**src/logic/flow_flag_pkg.sv**
```systemverilog
// constants and types shared by the flow and flag instruction unit
package flow_flag_pkg;

    // opcodes
    localparam logic [7:0] OP_NOP = 8'h01;
    localparam logic [7:0] OP_TO_FLAGS = 8'h06;
    localparam logic [7:0] OP_TO_ACC = 8'h07;
    localparam logic [7:0] OP_CLR_V = 8'h0a;
    localparam logic [7:0] OP_SET_V = 8'h0b;
    localparam logic [7:0] OP_CLR_C = 8'h0c;
    localparam logic [7:0] OP_SET_C = 8'h0d;
    localparam logic [7:0] OP_CLR_I = 8'h0e;
    localparam logic [7:0] OP_SET_I = 8'h0f;
    localparam logic [7:0] OP_SLEEP = 8'h1a;
    localparam logic [7:0] OP_RET_SUB = 8'h39;
    localparam logic [7:0] OP_RET_INT = 8'h3b;
    localparam logic [7:0] OP_WAIT = 8'h3e;
    localparam logic [7:0] OP_TRAP = 8'h3f;
    localparam logic [7:0] OP_CALL_DIR = 8'h9d;

    // flag bit positions
    localparam int FLAG_H = 5;
    localparam int FLAG_I = 4;
    localparam int FLAG_N = 3;
    localparam int FLAG_Z = 2;
    localparam int FLAG_V = 1;
    localparam int FLAG_C = 0;

    // reset values
    localparam logic [7:0] FLAGS_RESET = 8'hd0;
    localparam logic [7:0] ACC_RESET = 8'h00;
    localparam logic [15:0] PC_RESET = 16'h0000;

    // machine cycle counts per instruction
    localparam logic [3:0] CYC_ONE = 4'h1;
    localparam logic [3:0] CYC_RET_SUB = 4'h5;
    localparam logic [3:0] CYC_CALL = 4'h5;
    localparam logic [3:0] CYC_RET_INT = 4'ha;
    localparam logic [3:0] CYC_WAIT = 4'h9;
    localparam logic [3:0] CYC_TRAP = 4'hc;

    // program bytes
    localparam logic [15:0] LEN_ONE = 16'h0001;
    localparam logic [15:0] LEN_TWO = 16'h0002;

    // bus idle value while waiting
    localparam logic [15:0] WAIT_ADDR = 16'hffff;

    typedef enum logic [1:0] {
        ST_FETCH = 2'b00,
        ST_EXEC = 2'b01,
        ST_WAIT = 2'b11,
        ST_SLEEP = 2'b10
    } cpu_state_t;

endpackage

```
**src/logic/cycle_timer.sv**
```systemverilog
// down counter that times the machine cycles of one instruction
`timescale 1ns/1ps
module cycle_timer (
    // clock and reset
    input wire logic ref_clk_i,
    input wire logic rst_i,
    // control
    input wire logic load_i,
    input wire logic [3:0] count_i,
    // status
    output logic done_o
);
    import flow_flag_pkg::*;

    logic [3:0] cnt_r;
    logic [3:0] cnt_nxt;

    always_comb begin
        cnt_nxt = cnt_r;
        if (load_i) begin
            cnt_nxt = count_i;
        end else if (cnt_r != 4'h0) begin
            cnt_nxt = cnt_r - 4'h1;
        end
    end

    always_ff @(posedge ref_clk_i) begin
        if (rst_i) begin
            cnt_r <= 4'h0;
        end else begin
            cnt_r <= cnt_nxt;
        end
    end

    // last cycle of the loaded count
    assign done_o = (cnt_r == 4'h1);
endmodule

```
**src/logic/flow_flag_unit.sv**
```systemverilog
// flow control and flag manipulation instruction unit
//
// Function
// - during wait, read/write high, address all ones, data bus released.
// - wait opcode 3e, one byte, nine cycles before waiting.
// - trap opcode 3f, one byte, twelve cycles, sets interrupt mask.
// - interrupt return is one byte and takes ten cycles.
// - subroutine return opcode 39, one byte, five cycles, flags kept.
// - no-operation opcode 01, one byte, one cycle, only advances counter.
// - direct subroutine call is two bytes, five cycles, flags kept.
// - carry clear writes zero to carry in one cycle.
// - mask clear writes zero to interrupt mask in one cycle.
// - overflow clear writes zero to overflow in one cycle.
// - mask set writes one to interrupt mask in one cycle.
// - overflow set writes one to overflow in one cycle.
// - opcode 06 copies accumulator a into all flags.
// - opcode 07 copies flags into accumulator a, flags kept.
// - interrupt return reloads every flag from stacked value.
// - wait sets mask on interrupt; masked wait ends only by nmi.
`timescale 1ns/1ps
module flow_flag_unit (
    // clock and reset
    input wire logic ref_clk_i,
    input wire logic rst_i,
    // instruction stream
    input wire logic op_valid_i,
    input wire logic [7:0] opcode_i,
    output logic op_ready_o,
    output logic op_done_o,
    // stacked flags for interrupt return
    input wire logic [7:0] stacked_flags_i,
    // interrupt requests, synchronous to ref_clk_i
    input wire logic irq_i,
    input wire logic nmi_i,
    // accumulator a load
    input wire logic acc_load_i,
    input wire logic [7:0] acc_load_data_i,
    output logic [7:0] acc_a_o,
    // condition flags
    output logic [7:0] condition_flags_o,
    // program counter
    output logic [15:0] pc_o,
    // bus
    output logic rw_o,
    output logic [15:0] addr_o,
    output logic data_oe_o,
    // status
    output logic waiting_o,
    output logic sleeping_o,
    output logic irq_taken_o
);
    import flow_flag_pkg::*;

    // ------------------------------------------------------------
    // state
    // ------------------------------------------------------------
    cpu_state_t state_r, state_nxt;
    logic [7:0] op_r, op_nxt;
    logic [7:0] flags_r, flags_nxt;
    logic [7:0] acc_r, acc_nxt;
    logic [15:0] pc_r, pc_nxt;
    logic taken_r, taken_nxt;
    logic [15:0] addr_r, addr_nxt;
    logic timer_load;
    logic [3:0] timer_count;
    logic timer_done;

    // cycles per opcode, used only to load the cycle timer
    function automatic logic [3:0] op_cycles(input logic [7:0] op);
        case (op)
            OP_RET_SUB: op_cycles = CYC_RET_SUB;
            OP_CALL_DIR: op_cycles = CYC_CALL;
            OP_RET_INT: op_cycles = CYC_RET_INT;
            OP_WAIT: op_cycles = CYC_WAIT;
            OP_TRAP: op_cycles = CYC_TRAP;
            default: op_cycles = CYC_ONE;
        endcase
    endfunction

    function automatic logic [15:0] op_length(input logic [7:0] op);
        op_length = (op == OP_CALL_DIR) ? LEN_TWO : LEN_ONE;
    endfunction

    cycle_timer u_timer (
        .ref_clk_i(ref_clk_i),
        .rst_i(rst_i),
        .load_i(timer_load),
        .count_i(timer_count),
        .done_o(timer_done)
    );

    // ------------------------------------------------------------
    // sequencing
    // ------------------------------------------------------------
    always_comb begin
        state_nxt = state_r;
        op_nxt = op_r;
        flags_nxt = flags_r;
        acc_nxt = acc_r;
        pc_nxt = pc_r;
        taken_nxt = 1'b0;
        timer_load = 1'b0;
        timer_count = op_cycles(opcode_i);
        if (acc_load_i) begin
            acc_nxt = acc_load_data_i;
        end
        unique case (state_r)
            ST_FETCH: begin
                if (op_valid_i) begin
                    op_nxt = opcode_i;
                    timer_load = 1'b1;
                    state_nxt = ST_EXEC;
                end
            end
            ST_EXEC: begin
                if (timer_done) begin
                    state_nxt = ST_FETCH;
                    pc_nxt = pc_r + op_length(op_r);
                    unique case (op_r)
                        OP_CLR_C: flags_nxt[FLAG_C] = 1'b0;
                        OP_SET_C: flags_nxt[FLAG_C] = 1'b1;
                        OP_CLR_I: flags_nxt[FLAG_I] = 1'b0;
                        OP_SET_I: flags_nxt[FLAG_I] = 1'b1;
                        OP_CLR_V: flags_nxt[FLAG_V] = 1'b0;
                        OP_SET_V: flags_nxt[FLAG_V] = 1'b1;
                        // accumulator to flags; bits 7:6 always read one
                        OP_TO_FLAGS: flags_nxt = {2'b11, acc_r[5:0]};
                        OP_TO_ACC: acc_nxt = flags_r;
                        OP_RET_INT: flags_nxt = {2'b11, stacked_flags_i[5:0]};
                        OP_TRAP: flags_nxt[FLAG_I] = 1'b1;
                        OP_WAIT: state_nxt = ST_WAIT;
                        OP_SLEEP: state_nxt = ST_SLEEP;
                        default: flags_nxt = flags_r;
                    endcase
                end
            end
            ST_WAIT: begin
                // masked wait leaves only on nmi
                if (nmi_i || (irq_i && !flags_r[FLAG_I])) begin
                    flags_nxt[FLAG_I] = 1'b1;
                    taken_nxt = 1'b1;
                    state_nxt = ST_FETCH;
                end
            end
            ST_SLEEP: begin
                if (nmi_i || irq_i) begin
                    taken_nxt = 1'b1;
                    state_nxt = ST_FETCH;
                end
            end
        endcase
        addr_nxt = (state_nxt == ST_WAIT) ? WAIT_ADDR : pc_nxt;
    end

    always_ff @(posedge ref_clk_i) begin
        if (rst_i) begin
            state_r <= ST_FETCH;
            op_r <= OP_NOP;
            flags_r <= FLAGS_RESET;
            acc_r <= ACC_RESET;
            pc_r <= PC_RESET;
            taken_r <= 1'b0;
            addr_r <= PC_RESET;
        end else begin
            state_r <= state_nxt;
            op_r <= op_nxt;
            flags_r <= flags_nxt;
            acc_r <= acc_nxt;
            pc_r <= pc_nxt;
            taken_r <= taken_nxt;
            addr_r <= addr_nxt;
        end
    end

    // ------------------------------------------------------------
    // outputs
    // ------------------------------------------------------------
    assign op_ready_o = (state_r == ST_FETCH);
    assign op_done_o = (state_r == ST_EXEC) && timer_done;
    assign acc_a_o = acc_r;
    assign condition_flags_o = flags_r;
    assign pc_o = pc_r;
    assign rw_o = 1'b1;
    assign addr_o = addr_r;
    // data bus never driven by this unit; stores live elsewhere
    assign data_oe_o = 1'b0;
    assign waiting_o = (state_r == ST_WAIT);
    assign sleeping_o = (state_r == ST_SLEEP);
    assign irq_taken_o = taken_r;
endmodule

```
**config.mk**
```make
export PLATFORM = sky130hd
export DESIGN_NAME = flow_flag_unit
export DESIGN_NICKNAME = d
export VERILOG_FILES = /design/src/logic/flow_flag_pkg.sv /design/src/logic/cycle_timer.sv /design/src/logic/flow_flag_unit.sv
export SDC_FILE = /design/constraint.sdc
export NUM_CORES = 1
export LEC_CHECK = 0
export ABC_AREA = 1
export BUFFER_PORTS_ARGS = -buffer_cell sky130_fd_sc_hd__buf_2
export CELL_PAD_IN_SITES_DETAIL_PLACEMENT = 2
export CELL_PAD_IN_SITES_GLOBAL_PLACEMENT = 2
export CORE_MARGIN = 5
export CORE_UTILIZATION = 31
export CTS_BUF_LIST = sky130_fd_sc_hd__clkbuf_4 sky130_fd_sc_hd__clkbuf_8
export CTS_CLUSTER_SIZE = 40
export DETAILED_ROUTE_END_ITERATION = 7
export GPL_TIMING_DRIVEN = 0
export HOLD_SLACK_MARGIN = 0.08
export PLACE_DENSITY = 0.86
export SETUP_SLACK_MARGIN = 0.4
export SYNTH_ARGS = -nofsm -noshare
export SYNTH_HDL_FRONTEND = slang
export SYNTH_SLANG_ARGS = --single-unit
```
**constraint.sdc**
```tcl
create_clock -name ref_clk_i -period 3.4 [get_ports ref_clk_i]
set_input_delay 1.02 -clock ref_clk_i [delete_from_list [all_inputs] [get_ports ref_clk_i]]
set_output_delay 1.02 -clock ref_clk_i [all_outputs]
set_load 0.005 [all_outputs]
```
==> flow_summary.ini <==
[outcome]
status = finished clean

[timing]
finalMaxSlewViolations = 0
fmax_ghz = 0.364
fin_skew_ps = 11.8
setup_slack_ps = 656
relSlewSlack_pct = 56.6
fin_tns_setup_ps = 0
min_period_ps = 2740
setup_violations = 0
worst-slew-pin-transition_ps = 651
hold_viol_final = 0
period_share_pct = 80.7
rsz0062_at_grt = no

[cells_and_area]
nNetsFinal = 586
fin_area_mm2 = 0.00387
drive_gt1_share_pct = 24.7
multiInputGateArea_mm2 = 0.00155
seq_area_mm2 = 0.00122
n_antenna_cell = 0
area_delta_synth_final_pct = 24.4
fillCellCount = 1221

[worst_setup_path]
worst-path-stages = 12
r2r_cells = 12
cp_max_fo = 7
cp_slowest_cell = dfxtp_1
cp_top_family = simple AND/OR/NAND/NOR gates
crit_buf_inv = 2
start_kind = register
path_cells = nand3_1 -> nor4_2 -> inv_1 -> fa_1 -> inv_1 -> nand3_1 -> nor2_1 -> nand3_2 -> nor2_1 -> nand2_1 -> nand3_1 -> nand2_2
worstSetupEndpointType = register
cp.required_ps = 3640
arrival_ps = 2980
crit_path_max_incr_delay_ps = 500
worst-setup-path-type = reg -> reg
cp_common_cell = nand3_1

[place]
portBuffers = 76
dp_hpwl_um = 8180
finalWeightedCongestion = 0.771
dp_worst_setup_slack_ps = 510
placed_area_mm2 = 0.00367

[yosys]
synth_seq_cells = 61
synth.avg_cell_area_um2 = 6.75
synth_top_area_cell = dfxtp_1
netlist_area_mm2 = 0.00311
synth.area.top_cells = dfxtp_1 39%, nand2_1 15%, inv_1 8.2%
yosysUniqueCellTypes = 39
synth_cells = 461
ys_seq_area_share_pct = 39.2
synth_top_cell_area_share_pct = 39.2
ys_warn_count = 0

[hold_path]
hold_path_class = reg -> reg
holdPathStages = 2

[detailed_routing]
num_vias = 3220
drt_wl_total_um = 10400
post_drt_via_cell_ratio = 4.68
drtIter0Drc = 61
drc = 0
first_pass_iters = 5
wl_per_cell_um = 15.2
ant_nets = 0

[clock_network]
root_buffer = clkbuf_8
htreeDepth = 3
cts_buffers = 9
cts_buffer_depth = 2
hold_buffers = 0
cts_tree = done
path_clk_slew_ps = 70
insertion_delay_ps = 350
clock-sinks = 61

[pwr]
power_uw = 1700
powerDensity_mw_per_mm2 = 439
p_leak_uw = 0.00212
ir_drop_v = 0.000145

[global_route]
gr-max-usage-layer = met2
grt_pass1_vias = 3494
grt_overflow = 0
grt_max_degree = 11
antenna_found_initial = 0
use_met1_pct = 21.6
globalRouteMet2Util_pct = 32.9
use_met3_pct = 2.56
grt_pass1_wl_um = 16900
grtUsageTotal_pct = 18.2

[floorplan]
io_pins = 85
start_util_pct = 31.8
die_area_mm2 = 0.0121
fp.dieW_um = 110
fp.dieH_um = 110
core_area_mm2 = 0.00977
rows = 36

[flow_run]
drv_cap = 0
cell usage in the layout (no fill, tap or decap), types with 2 or more instances in the layout:
cell | Yosys | routed
nor2_2 | 4 | 4
clkbuf_1 | 3 | 3
clkbuf_8 | 0 | 10
nand3_1 | 35 | 35
a21oi_1 | 20 | 20
nor3_1 | 5 | 5
inv_1 | 68 | 68
nand2_1 | 128 | 128
nand2_2 | 15 | 15
buf_4 | 4 | 4
clkbuf_4 | 0 | 2
nor2_1 | 45 | 45
o211ai_1 | 2 | 2
clkinv_2 | 1 | 3
buf_2 | 3 | 79
o21ai_0 | 22 | 22
nor3b_1 | 2 | 2
nor2_4 | 2 | 2
dfxtp_1 | 61 | 61
ha_1 | 5 | 5
inv_2 | 3 | 3
nand4_1 | 5 | 5
nand2_4 | 2 | 2
o21bai_1 | 2 | 2
buf_6 | 2 | 2
conb_1 | 2 | 4
or2_2 | 4 | 4
a31oi_1 | 3 | 3
layer usage:
metal | share of wire, % | vias to the layer above | wire length, um
li1 | - | 1601 | -
met1 | 45 | 1547 | 4700
met2 | 50 | 61 | 5180
met3 | 4.0 | 11 | 413
met4 | 1.5 | 0 | 161
met5 | 0 | - | 0
power breakdown:
group	internal (uW)	leakage (uW)	switching, uW
logic	93.5	0.00152	162
registers	746	0.000496	31.7
clock network	373	0.000103	293
total	1210	0.00212	487
stage by stage:
step / cells / utilization [%] / hold WS [ps]
after detailed placement: 672 / 37.5 / 484
after floorplan: 463 / - / 457
after global routing: 688 / 39.6 / 525
after global placement: 672 / 37.5 / 472
final: 688 / 39.6 / 494
after CTS: 688 / 39.6 / 495
flip-flops by register name (all words and copies together) (netlist names):
signal,count
acc_a_o,8
addr_o,16
condition_flags_o,6
irq_taken_o,1
op_r,8
pc_o,16
state_r,2
u_timer.cnt_r,4
worst reg2reg max path, delay by kind of cell (launching register included):
kind / cells / cell delay, ps
buffers and inverters: 2 / 300
DFF: 1 / 500
and+or+nand+nor: 9 / 1380
adders and majority gates: 1 / 470
final cells by class:
type / count / share of cell area (%)
clock inverter: 4 / 1.23
clock buffer: 12 / 3.94
tap: 133 / 4.30
multi-input combinational: 316 / 40.0
timing repair buffer: 76 / 9.82
inverter: 73 / 7.11
buffer: 13 / 2.13
sequential: 61 / 31.5
path summary, 6_finish.rpt:
check / from / end / slack [ps]
worst min-delay path: condition_flags_o[2] / condition_flags_o[2] / 490
worst min register to register: condition_flags_o[2] / condition_flags_o[2] / 490
worst max-delay path: op_r[0] / addr_o[10] / 660
worst max register to register: op_r[0] / addr_o[10] / 660
timing repair:
item / 4_1_cts / 5_1_grt
setup buffers: 0 / 0
setup endpoints to repair: 0 / 7
resized for setup: 0 / 1
hold endpoints to repair: 0 / 0
cell usage after synthesis:
library cell / instances
a21boi_0: 1
a21oi_1: 20
a21oi_4: 1
a31oi_1: 3
and2_1: 1
buf_1: 1
buf_2: 3
buf_4: 4
buf_6: 2
clkbuf_1: 3
clkinv_1: 1
clkinv_2: 1
conb_1: 2
dfxtp_1: 61
fa_1: 1
ha_1: 5
inv_1: 68
inv_2: 3
nand2_1: 128
nand2_2: 15
nand2_4: 2
nand3_1: 35
nand3_2: 1
nand3b_1: 1
nand4_1: 5
nor2_1: 45
nor2_2: 4
nor2_4: 2
nor2_8: 1
nor3_1: 5
nor3b_1: 2
nor4_1: 1
o211ai_1: 2
o21ai_0: 22
o21ai_2: 1
o21bai_1: 2
or2_2: 4
xnor2_1: 1
xor2_1: 1
kinds of logic after synthesis:
logic type | share of synthesized area [%]
DFF | 39.2
other | 0.241
adders and majority gates | 2.65
buffers and inverters | 11.5
xor gates and xnor gates | 0.563
AOI/OAI and AO/OA | 9.37
and+or+nand+nor | 36.5
Power figures use the tool's default switching activity.
